### src/srs_pkg.sv
// Package with the constants, encodings and timing counts of the system reset controller.
// Contract
// - Reset forces all peripheral registers to initial values (code: cause flags and brown-out threshold survive all but power-on).
// - Reset never clears or rewrites static RAM.
// - Fetch starts at vector zero or boot start.
// - Port pins go high impedance immediately on reset.
// - Reset asserts asynchronously, no clock needed.
// - Readable cause register shows last reset source.
// - Low external reset pin holds device in reset.
// - Enabled watchdog expiry resets; own oscillator clocks it (code: core_clk counts its ticks, and the count freezes while ce is low).
// - Enabled brown-out resets; threshold is programmable.
// - Debug port reset request gives full reset.
package srs_pkg;

	// Number of reset sources and their bit positions in the cause flags.
	localparam int unsigned NUM_CAUSES = 6;
	localparam int unsigned CAUSE_POR  = 0;
	localparam int unsigned CAUSE_EXT  = 1;
	localparam int unsigned CAUSE_WDT  = 2;
	localparam int unsigned CAUSE_BOD  = 3;
	localparam int unsigned CAUSE_DBG  = 4;
	localparam int unsigned CAUSE_SW   = 5;

	// Cause flags left behind by a power-on reset.
	localparam logic [NUM_CAUSES-1:0] CAUSE_POR_ONLY = 6'h01;

	// Program address width and the application and boot reset vectors.
	localparam int unsigned           PC_W          = 17;
	localparam logic [PC_W-1:0]       VECTOR_APP    = 17'h00000;
	localparam logic [PC_W-1:0]       VECTOR_BOOT   = 17'h10000;

	// Brown-out threshold code width and its value after power-on.
	localparam int unsigned           BOD_LVL_W     = 3;
	localparam logic [BOD_LVL_W-1:0]  BOD_LVL_RST   = 3'h7;

	// Watchdog timeout: base ticks shifted left by the period select.
	localparam int unsigned           WDT_SEL_W     = 4;
	localparam int unsigned           WDT_CNT_W     = 20;
	localparam logic [WDT_CNT_W-1:0]  WDT_BASE      = 20'h00008;
	localparam logic [WDT_SEL_W-1:0]  WDT_SEL_MAX   = 4'hb;

	// Core clock period and the minimum time reset is held after all sources go quiet.
	localparam int unsigned           CLK_PERIOD_PS = 5000;
	localparam int unsigned           RST_HOLD_NS   = 100;
	localparam int unsigned           RST_HOLD_CYC  = (RST_HOLD_NS * 1000 + CLK_PERIOD_PS - 1) / CLK_PERIOD_PS;
	localparam int unsigned           HOLD_CNT_W    = 8;

	// Sequencer states.
	typedef enum logic [1:0] {
		SEQ_ASSERT,
		SEQ_HOLD,
		SEQ_RUN
	} srs_seq_type;

endpackage

### src/srs_wdt.sv
// Watchdog counter advanced by ticks of its own oscillator.
`timescale 1ns/1ps
`default_nettype none
module srs_wdt #(
	parameter int unsigned CNT_W = srs_pkg::WDT_CNT_W,
	parameter int unsigned SEL_W = srs_pkg::WDT_SEL_W
) (
	input  wire logic             core_clk,   // Core clock.
	input  wire logic             ce,         // Clock enable, freezes state when low.
	input  wire logic             rst,        // Synchronous clear, high during any reset.
	input  wire logic             wdt_en,     // Watchdog reset enable.
	input  wire logic [SEL_W-1:0] period_sel, // Timeout select.
	input  wire logic             osc_tick,   // One pulse per watchdog oscillator period.
	input  wire logic             kick,       // Software restart of the count.
	output logic                  expired_q   // Sticky expiry, held until reset.
);

	logic [CNT_W-1:0] cnt_q;
	logic [CNT_W-1:0] cnt_d;
	logic             expired_d;
	logic [CNT_W-1:0] limit;
	logic [SEL_W-1:0] sel_clip;

	// Timeout grows by powers of two; larger selects are clipped so the limit never overflows.
	always_comb begin
		sel_clip = (period_sel > srs_pkg::WDT_SEL_MAX) ? srs_pkg::WDT_SEL_MAX : period_sel;
		limit    = srs_pkg::WDT_BASE << sel_clip;
	end

	// Count only the watchdog oscillator ticks, so while ce is high the timeout does not depend on the core clock.
	always_comb begin
		cnt_d     = cnt_q;
		expired_d = expired_q;
		if (!wdt_en || kick) begin
			cnt_d = '0;
		end else if (osc_tick && !expired_q) begin
			if (cnt_q >= limit - 1'b1) begin
				expired_d = 1'b1;
			end else begin
				cnt_d = cnt_q + 1'b1;
			end
		end
	end

	always_ff @(posedge core_clk) begin
		if (rst) begin
			cnt_q     <= '0;
			expired_q <= 1'b0;
		end else if (ce) begin
			cnt_q     <= cnt_d;
			expired_q <= expired_d;
		end
	end

endmodule
`default_nettype wire

### src/srs_cause.sv
// Sticky reset cause flags, one per source, with write-one clear.
`timescale 1ns/1ps
`default_nettype none
module srs_cause #(
	parameter int unsigned N = srs_pkg::NUM_CAUSES
) (
	input  wire logic         core_clk, // Core clock.
	input  wire logic         ce,       // Clock enable.
	input  wire logic         por,      // Power-on reset, clears all flags but its own.
	input  wire logic [N-1:0] set,      // Source currently causing a reset.
	input  wire logic [N-1:0] clr,      // Write-one-to-clear strobes.
	output logic      [N-1:0] flags_q   // Cause flags.
);

	logic [N-1:0] flags_d;

	// A set in the same cycle as its clear wins, so no cause is lost.
	genvar i;
	generate
		for (i = 0; i < N; i++) begin : g_flag
			always_comb begin
				flags_d[i] = set[i] | (flags_q[i] & ~clr[i]);
			end
		end
	endgenerate

	// These flags are deliberately outside the system reset so software can read them afterwards.
	always_ff @(posedge core_clk) begin
		if (por) begin
			flags_q <= srs_pkg::CAUSE_POR_ONLY;
		end else if (ce) begin
			flags_q <= flags_d;
		end
	end

endmodule
`default_nettype wire

### src/srs_reset_ctrl.sv
// System reset controller: gathers reset sources and sequences the device reset.
`timescale 1ns/1ps
`default_nettype none
module srs_reset_ctrl #(
	parameter int unsigned           HOLD_CYC    = srs_pkg::RST_HOLD_CYC,
	parameter logic [srs_pkg::PC_W-1:0] BOOT_VECTOR = srs_pkg::VECTOR_BOOT
) (
	input  wire logic                          core_clk,       // Core clock, 200 MHz.
	input  wire logic                          srst,           // Power-on reset, active high.
	input  wire logic                          ce,             // Clock enable.
	input  wire logic                          ext_rst_n,      // External reset pin, active low.
	input  wire logic                          wdt_en,         // Watchdog reset enable.
	input  wire logic [srs_pkg::WDT_SEL_W-1:0] wdt_period_sel, // Watchdog timeout select.
	input  wire logic                          wdt_osc_tick,   // Watchdog oscillator tick.
	input  wire logic                          wdt_kick,       // Watchdog restart.
	input  wire logic                          bod_en,         // Brown-out detector enable.
	input  wire logic                          bod_low,        // Supply below threshold.
	input  wire logic [srs_pkg::BOD_LVL_W-1:0] bod_level,      // Requested brown-out threshold.
	input  wire logic                          bod_level_wr,   // Load the threshold.
	input  wire logic                          debug_port_reset_request, // Reset from debug port.
	input  wire logic                          sw_reset_req,   // Software reset request pulse.
	input  wire logic                          boot_vec_sel,   // Start from boot section.
	input  wire logic [srs_pkg::NUM_CAUSES-1:0] cause_clr,     // Write-one-to-clear cause flags.
	output logic                               sys_rst_q,      // Reset to core and peripherals.
	output logic                               port_hiz_q,     // Tri-state all general ports.
	output logic                               sram_guard_q,   // Blocks SRAM writes during reset.
	output logic [srs_pkg::PC_W-1:0]           reset_vector_q, // First fetch address.
	output logic [srs_pkg::BOD_LVL_W-1:0]      bod_level_q,    // Threshold to the detector.
	output logic [srs_pkg::NUM_CAUSES-1:0]     cause_q         // Reset cause flags.
);

	srs_pkg::srs_seq_type                state_q;
	srs_pkg::srs_seq_type                state_d;
	logic [srs_pkg::HOLD_CNT_W-1:0]      hold_q;
	logic [srs_pkg::HOLD_CNT_W-1:0]      hold_d;
	logic                                rel_meta_q;
	logic                                rel_q;
	logic                                sys_rst_d;
	logic                                port_hiz_d;
	logic                                sram_guard_d;
	logic [srs_pkg::PC_W-1:0]            reset_vector_d;
	logic [srs_pkg::BOD_LVL_W-1:0]       bod_level_d;
	logic                                sw_pend_q;
	logic                                sw_pend_d;
	logic                                dbg_pend_q;
	logic                                dbg_pend_d;
	logic                                wdt_expired;
	logic                                wdt_rst;
	logic                                ext_hit;
	logic                                wdt_hit;
	logic                                bod_hit;
	logic                                dbg_hit;
	logic                                sw_hit;
	logic                                async_hit;
	logic [srs_pkg::NUM_CAUSES-1:0]      cause_set;
	logic                                hold_done;

	// The watchdog is itself cleared by every reset, so its expiry drops once reset takes hold.
	assign wdt_rst = srst | sys_rst_q;

	srs_wdt #(
		.CNT_W (srs_pkg::WDT_CNT_W),
		.SEL_W (srs_pkg::WDT_SEL_W)
	) u_wdt (
		.core_clk   (core_clk),
		.ce         (ce),
		.rst        (wdt_rst),
		.wdt_en     (wdt_en),
		.period_sel (wdt_period_sel),
		.osc_tick   (wdt_osc_tick),
		.kick       (wdt_kick),
		.expired_q  (wdt_expired)
	);

	// Source qualification; each source is gated by its own enable where it has one.
	always_comb begin
		ext_hit = ~ext_rst_n;
		wdt_hit = wdt_expired & wdt_en;
		bod_hit = bod_low & bod_en;
		dbg_hit = debug_port_reset_request | dbg_pend_q;
		sw_hit  = sw_reset_req | sw_pend_q;
	end

	// Any active source. This is combinational by intent: it sets reset without a clock edge,
	// at the cost of needing glitch-free source signals from the analog detectors.
	assign async_hit = srst | ext_hit | wdt_hit | bod_hit | dbg_hit | sw_hit;

	// Requests that arrive as pulses are kept pending until reset is actually in effect,
	// so a short request cannot be missed while the clock is gated off.
	always_comb begin
		sw_pend_d  = sw_reset_req | (sw_pend_q & ~sys_rst_q);
		dbg_pend_d = debug_port_reset_request | (dbg_pend_q & ~sys_rst_q);
	end

	always_ff @(posedge core_clk) begin
		if (srst) begin
			sw_pend_q  <= 1'b0;
			dbg_pend_q <= 1'b0;
		end else if (ce) begin
			sw_pend_q  <= sw_pend_d;
			dbg_pend_q <= dbg_pend_d;
		end
	end

	// Release synchroniser: set at once by any source, cleared two edges after sources end.
	// The first stage is read only by the second.
	always_ff @(posedge core_clk or posedge async_hit) begin
		if (async_hit) begin
			rel_meta_q <= 1'b1;
			rel_q      <= 1'b1;
		end else if (ce) begin
			rel_meta_q <= 1'b0;
			rel_q      <= rel_meta_q;
		end
	end

	assign hold_done = (hold_q >= HOLD_CYC[srs_pkg::HOLD_CNT_W-1:0] - 1'b1);

	// Sequencer: stay asserted while any source is active, then hold for a minimum time.
	always_comb begin
		state_d = state_q;
		hold_d  = hold_q;
		case (state_q)
			srs_pkg::SEQ_ASSERT: begin
				hold_d = '0;
				if (!rel_q) begin
					state_d = srs_pkg::SEQ_HOLD;
				end
			end
			srs_pkg::SEQ_HOLD: begin
				if (rel_q) begin
					state_d = srs_pkg::SEQ_ASSERT;
					hold_d  = '0;
				end else if (hold_done) begin
					state_d = srs_pkg::SEQ_RUN;
				end else begin
					hold_d = hold_q + 1'b1;
				end
			end
			srs_pkg::SEQ_RUN: begin
				if (rel_q) begin
					state_d = srs_pkg::SEQ_ASSERT;
				end
			end
			default: begin
				state_d = srs_pkg::SEQ_ASSERT;
				hold_d  = '0;
			end
		endcase
	end

	always_ff @(posedge core_clk) begin
		if (srst) begin
			state_q <= srs_pkg::SEQ_ASSERT;
			hold_q  <= '0;
		end else if (ce) begin
			state_q <= state_d;
			hold_q  <= hold_d;
		end
	end

	// Reset outputs stay high until the sequencer enters run; the fan-out of sys_rst_q drives
	// every peripheral register outside this module back to its initial value; bod_level_q and cause_q keep theirs.
	always_comb begin
		sys_rst_d    = (state_d != srs_pkg::SEQ_RUN);
		port_hiz_d   = (state_d != srs_pkg::SEQ_RUN);
		sram_guard_d = (state_d != srs_pkg::SEQ_RUN);
	end

	// Asynchronous set makes the ports float the moment a source goes active, with no clock.
	always_ff @(posedge core_clk or posedge async_hit) begin
		if (async_hit) begin
			sys_rst_q    <= 1'b1;
			port_hiz_q   <= 1'b1;
			sram_guard_q <= 1'b1;
		end else if (ce) begin
			sys_rst_q    <= sys_rst_d;
			port_hiz_q   <= port_hiz_d;
			sram_guard_q <= sram_guard_d;
		end
	end

	// The vector is chosen at the end of the hold, so a change of the boot select
	// takes effect at the next reset and never under a running program.
	always_comb begin
		reset_vector_d = reset_vector_q;
		if (state_q == srs_pkg::SEQ_HOLD && !rel_q && hold_done) begin
			reset_vector_d = boot_vec_sel ? BOOT_VECTOR : srs_pkg::VECTOR_APP;
		end
	end

	always_ff @(posedge core_clk) begin
		if (srst) begin
			reset_vector_q <= srs_pkg::VECTOR_APP;
		end else if (ce) begin
			reset_vector_q <= reset_vector_d;
		end
	end

	// Brown-out threshold survives ordinary resets; only power-on restores its default,
	// otherwise a brown-out reset would forget the level that caused it.
	always_comb begin
		bod_level_d = bod_level_wr ? bod_level : bod_level_q;
	end

	always_ff @(posedge core_clk) begin
		if (srst) begin
			bod_level_q <= srs_pkg::BOD_LVL_RST;
		end else if (ce) begin
			bod_level_q <= bod_level_d;
		end
	end

	// Record every source that is active while it drives the device into reset.
	always_comb begin
		cause_set                     = '0;
		cause_set[srs_pkg::CAUSE_POR] = srst;
		cause_set[srs_pkg::CAUSE_EXT] = ext_hit;
		cause_set[srs_pkg::CAUSE_WDT] = wdt_hit;
		cause_set[srs_pkg::CAUSE_BOD] = bod_hit;
		cause_set[srs_pkg::CAUSE_DBG] = dbg_hit;
		cause_set[srs_pkg::CAUSE_SW]  = sw_hit;
	end

	srs_cause #(
		.N (srs_pkg::NUM_CAUSES)
	) u_cause (
		.core_clk (core_clk),
		.ce       (ce),
		.por      (srst),
		.set      (cause_set),
		.clr      (cause_clr),
		.flags_q  (cause_q)
	);

endmodule
`default_nettype wire

### config.mk
export PLATFORM = sky130hd
export DESIGN_NAME = srs_reset_ctrl
export DESIGN_NICKNAME = d
export VERILOG_FILES = /design/src/srs_pkg.sv /design/src/srs_wdt.sv /design/src/srs_cause.sv /design/src/srs_reset_ctrl.sv
export SDC_FILE = /design/constraint.sdc
export NUM_CORES = 1
export LEC_CHECK = 0
export BUFFER_PORTS_ARGS = -buffer_cell sky130_fd_sc_hd__buf_2
export CAP_MARGIN = 20
export CELL_PAD_IN_SITES_DETAIL_PLACEMENT = 2
export CELL_PAD_IN_SITES_GLOBAL_PLACEMENT = 2
export CORE_MARGIN = 5
export CORE_UTILIZATION = 30
export DETAILED_ROUTE_END_ITERATION = 8
export PLACE_DENSITY = 0.81
export SLEW_MARGIN = 20
export SYNTH_ARGS = -nofsm -noshare
export SYNTH_HDL_FRONTEND = slang
export SYNTH_SLANG_ARGS = --single-unit
### constraint.sdc
create_clock -name core_clk -period 1.25 [get_ports core_clk]
set_input_delay 0.125 -clock core_clk [delete_from_list [all_inputs] [get_ports core_clk]]
set_output_delay 0.125 -clock core_clk [all_outputs]
set_load 0.01 [all_outputs]
=== Yosys cells after proc, flatten, opt, wreduce, memory -nomap -nowiden ===
Cells that the tools add are included.

* Output and inout bits: 29
* Register bits after elaboration: 62
* Input port bits: 26
* Logic and storage cells: 87

* Shifts and indexed selects: 1
* Add/subtract/negate cells: 3
* $lt $le $gt $ge: 3
* Muxes and demuxes: 13
* Reductions and logical operators: 14
* Bitwise logic cells: 36
* Equality and inequality tests: 5

{| class="wikitable"
|+ Operators by type and width
! cell !! number
|-
| two-way mux 20 bit || 3
|-
| adder 20 x 1 -> 20 bit (second input constant) || 1
|-
| >= comparator 20 bit || 1
|-
| left shift 4 x 4 -> 20 bit (first input constant) || 1
|-
| subtractor 20 x 1 -> 20 bit (second input constant) || 1
|-
| two-way mux 17 bit || 1
|-
| two-way mux 8 bit || 2
|-
| OR 1 bit || 16
|-
| case mux 8 bit (2 select lines) || 1
|-
| bitwise AND 1 bit || 10
|-
| inverter 1 bit || 10
|-
| adder 8 x 1 -> 8 bit (second input constant) || 1
|-
| >= comparator 8 x 5 -> 1 bit (second input constant) || 1
|-
| two-way mux 2 bit || 4
|-
| case mux 2 bit (3 select lines) || 1
|-
| AND reduction 3 bit || 2
|-
| greater-than comparator 4 bit (second input constant) || 1
|-
| two-way mux 4 bit || 1
|-
| AND reduction 2 bit || 2
|-
| AND reduction 4 bit || 1
|-
| logical AND 1 bit || 3
|-
| logical NOT 1 bit || 3
|-
| != test 3 bit (second input constant) || 1
|-
| equality test 2 x 1 -> 1 bit (second input constant) || 1
|-
| 6 further kinds || 6
|}

=== Depth between registers and ports, before layout ===
* Depth in word-level cells: 8
* Mapped depth: 15
* Gate-level depth less buffers: 12

=== By module ===
Synthesis repeated with hierarchy kept, for this count alone.

* Cell total of the unflattened synthesis: 351
* Area total of the unflattened synthesis: 2844.0 µm²

{| class="wikitable"
|+ By module, submodules not included
! module !! cells each !! seq. area each (µm²) !! area each (µm²) !! times used
|-
| srs_wdt || 208 || 420.4 || 1590.3 || 1
|-
| srs_reset_ctrl || 119 || 399.1 || 1014.7 || 1
|-
| srs_cause || 24 || 120.1 || 239.0 || 1
|}

=== Worst setup path before layout ===
OpenSTA, ideal clock, no wires.

* Path type: input -> register
* Start point: input port wdt_period_sel[3] (netlist name)
* End point: register u_wdt.cnt_q[19]
* Cell stages on the path: 14
* Library setup time: 0.122 ns
* Path buffers: 2
* Data arrival time: 2.986 ns
* Setup slack: -1.858 ns
* Required time: 1.128 ns
* Cells stage by stage: clkbuf_1 nor3_1 nand2b_1 ha_1 clkbuf_1 nor4b_1 a21oi_1 o22a_1 ha_1 a21oi_1 o21ai_1 a211o_1 o31a_1 a221o_1

* Cells in the longest elaborated chain, start to end: 7

{| class="wikitable"
|+ RTL lines
! element !! RTL line !! source
|-
| start, declared || srs_reset_ctrl.sv:13 || <nowiki>input wire logic [srs_pkg::WDT_SEL_W-1:0] wdt_period_sel,</nowiki>
|-
| greater-than comparator 4 bit || srs_wdt.sv:26 || <nowiki>sel_clip = (period_sel > srs_pkg::WDT_SEL_MAX) ? srs_pkg::WDT_SEL_MAX : period_sel;</nowiki>
|-
| two-way mux 4 bit (*) || srs_wdt.sv:26 ||
|-
| left shift 4 x 4 -> 20 bit (*) || srs_wdt.sv:27 || <nowiki>limit = srs_pkg::WDT_BASE << sel_clip;</nowiki>
|-
| subtractor 20 x 1 -> 20 bit (*) || srs_wdt.sv:37 || <nowiki>if (cnt_q >= limit - 1'b1) begin</nowiki>
|-
| >= comparator 20 bit (*) || srs_wdt.sv:37 ||
|-
| != test 2 x 1 -> 1 bit (no line) (*) || n/a ||
|-
| AND reduction 3 bit (no line) (*) || n/a ||
|-
| end signal, assigned || srs_wdt.sv:50 || <nowiki>cnt_q <= cnt_d;</nowiki>
|-
| end, declared || srs_wdt.sv:18 || <nowiki>logic [CNT_W-1:0] cnt_q;</nowiki>
|}

Every way passes the cells marked *; elsewhere a longest branch is shown, timed or not.
A chain may end at the register's enable or synchronous reset.

=== Worst setup path in the final report ===
* Start point: input port wdt_period_sel[1] (netlist name)
* End point: register u_wdt.cnt_q[18]

Same word-level chain as after synthesis.

==> summary.txt <==
Die span in y = 110 um
Sw frac = 31.3%
Initial antenna violation count = 0
Fin crit share = 227%
First-pass GRT wire length = 23100 um
Gate Count Post-Synth = 356
Rel. slew slack = 49.9%
Input/output buffers = 38
Startpoint Class = input pin
DR vias/cell = 5.60
Kind of critical path = in -> reg
H-tree depth = 2
Nets@finish = 532
Met2 WL = 8820 um
Worst Path Required = 1.46 ns
Ranking of synthesized cells by area = dfxtp_1 29%, ha_1 8.4%, buf_4 4.5%
Final Skew = 0.0305 ns
Vias after detailed routing = 3472
Run status = finished, violations left
Worst EP arrival = 3.05 ns
Number of global-route vias before repair = 3954
Drt drc = 0
Congestion Overflow GR = 0
Pwr/cell area = 669 nW/um2
Inserted Clock Buffers = 5
Die area = 12000 um2
Post-DP Area = 3920 um2
Min cycle time layout = 2.84 ns
Clock Path Buffers = 2
Worst min path class = in -> reg
Top cell type's share of synthesized area = 29.0%
R2r worst-path depth = 6
CTS sink cnt = 46
Max layer used = met4
Max_cap viols = 0
Post-synth EDFFs = 0
Int Power = 2.08 mW
Max VDD drop = 0.000443 V
Area leader, netlist = dfxtp_1
Commonest cells post-synth = 43 x dfxtp_1, 35 x nand2_1, 31 x nor2_1
Routed WL per cell = 25.9 um
CTS tree = built
Slew Viols, Final = 0
DRT iter0 DRCs = 173
Post-synth cell types = 63
Setup-failing EPs final = 36
Post-DRT Antenna Nets = 0
Worst skew pair latency = 0.34 ns
Switching power = 0.947 mW
Met3 wire length = 449 um
Worst-path clk slew = 0.13 ns
Main synth FF type = dfxtp_1
Post-route setup slack = -1.59 ns
Mapped cell area = 2970 um2
Hold Buf Count CTS = 0
Fin area = 4520 um2
Most frequent cell after synthesis = dfxtp_1
Clock share of power = 34.3%
Die Span X = 110 um
CP max FO = 7
Seq cells post-synth = 46
M1 WL = 5890 um
Fmax = 352 MHz
Share of cells above drive strength 1 = 42.7%
Final Hold Fails = 0
Total wire length = 16100 um
Worst hold slack = 0.0606 ns
First-pass DRT Iterations = 4
FFs w/ async S/R, synth = 6.52%
DP HPWL = 9050 um
Initial Util = 30.6%
Failing checks = negative setup slack
Leak pwr = 1.95 nW
Worst slew pin tran = 0.745 ns
Total track usage = 26.0%
Combinational power share = 15.8%
Synth warn = 0
Sequential-to-total area share from yosys stat = 31.6%
RSZ-0062 raised after global routing = yes
Global placement routability congestion = 0.819
CTS root buf = clkbuf_8
Layout area overhead = 52.2%
IO Pins = 55
Critical path endpoint category = flip-flop
Core area = 9730 um2
Largest net degree at the start of global routing = 29
N_diodes = 0
Avg Cell Area, Syn = 8.35 um2
Seq pwr share = 49.9%
Row cnt = 36
Hold depth = 3
power groups by stage:
| stage | sequential, mW | combinational, mW | clock [mW] |
|---|---|---|---|
| final | 1.51 | 0.477 | 1.04 |
| after global routing | 1.52 | 0.512 | 1.10 |
| after CTS | 1.51 | 0.418 | 1.00 |
| after detailed placement | 1.54 | 0.378 | 0 |
| after global placement | 1.54 | 0.349 | 0 |
| after floorplan | 1.55 | 0.253 | 0 |
critical path, cell delays in order:
cell	delay [ns]
buf_8	0.10
nor3_4	0.29
nand2b_4	0.11
ha_4	0.19
buf_6	0.13
a21o_1	0.20
a32oi_1	0.25
ha_1	0.32
a21oi_2	0.19
o21ai_2	0.09
a22o_1	0.30
o31a_1	0.37
a221o_1	0.35
per-stage QoR:
| step | power (mW) | std cells | setup WS [ns] | util (%) | setup TNS (ns) |
|---|---|---|---|---|---|
| after detailed placement | 1.92 | 596 | -1.88 | 40.3 | -44.03 |
| final | 3.03 | 620 | -1.59 | 46.5 | -39.58 |
| after global routing | 3.13 | 620 | -1.69 | 46.5 | -42.54 |
| after CTS | 2.93 | 615 | -1.39 | 44.3 | -34.54 |
| after global placement | 1.89 | 596 | -1.59 | 40.3 | -37.23 |
| after floorplan | 1.80 | 375 | -1.53 | - | -34.34 |
sequential cells by signal, summed over array words and instances (netlist names):
signal	flops
reset_vector_q	1
hold_q	8
u_cause.flags_q	6
rel_q	1
dbg_pend_q	1
bod_level_q	3
sram_guard_q	1
u_wdt.expired_q	1
u_wdt.cnt_q	20
state_q	2
rel_meta_q	1
sw_pend_q	1
repair_timing:
item | in CTS | in global routing
endpoints found under the setup margin | 36 | 37
buffers inserted | 12 | 6
pin swaps | 29 | 24
resized for setup | 41 | 35
per-layer routing:
metal / vias to the layer above / GRT usage, %
met3: 54 / 4.29
met4: 0 / 13.4
met2: 93 / 50.0
li1: 1553 / -
met5: - / 0
met1: 1772 / 26.5
layout by cell type, fill, tap and decap left out, types with 8 or more instances in the layout:
cell	instances
and3_1	8
nand2_1	31
nor2_1	29
buf_6	16
a21oi_1	10
nand3_1	16
conb_1	21
ha_1	17
buf_4	86
buf_2	33
dfxtp_1	40
nand4_1	9
inv_1	15
cells by family after synthesis:
family,share of synthesized area (%)
AND/OR/NAND/NOR,24.3
XOR/XNOR,1.47
other,0.253
multiplexers,1.05
buffers and inverters,9.01
flip-flops,31.6
AO/OA/AOI/OAI,23.9
adder cells (fa/ha/maj),8.42
final timing paths:
path	start	to	slack [ns]
hold / removal	boot_vec_sel	reset_vector_q[16]	0.06
setup / recovery	wdt_period_sel[1]	u_wdt.cnt_q[18]	-1.59
setup reg to reg	u_wdt.cnt_q[3]	u_wdt.cnt_q[18]	-1.10
hold reg to reg	u_cause.flags_q[5]	u_cause.flags_q[5]	0.47
min in group asynchronous	sw_reset_req	sram_guard_q	0.15
max in group asynchronous	dbg_pend_q	rel_q	0.18
layout make-up:
type / instances / area [um2]
tap: 133 / 166
timing repair buffer: 138 / 1040
clock buffer: 5 / 68.8
sequential: 46 / 946
multi-input combinational: 280 / 2220
fill: 1077 / 5200
inverter: 15 / 56.3
clock inverter: 3 / 21.3
(Power assumes the default switching activity.)
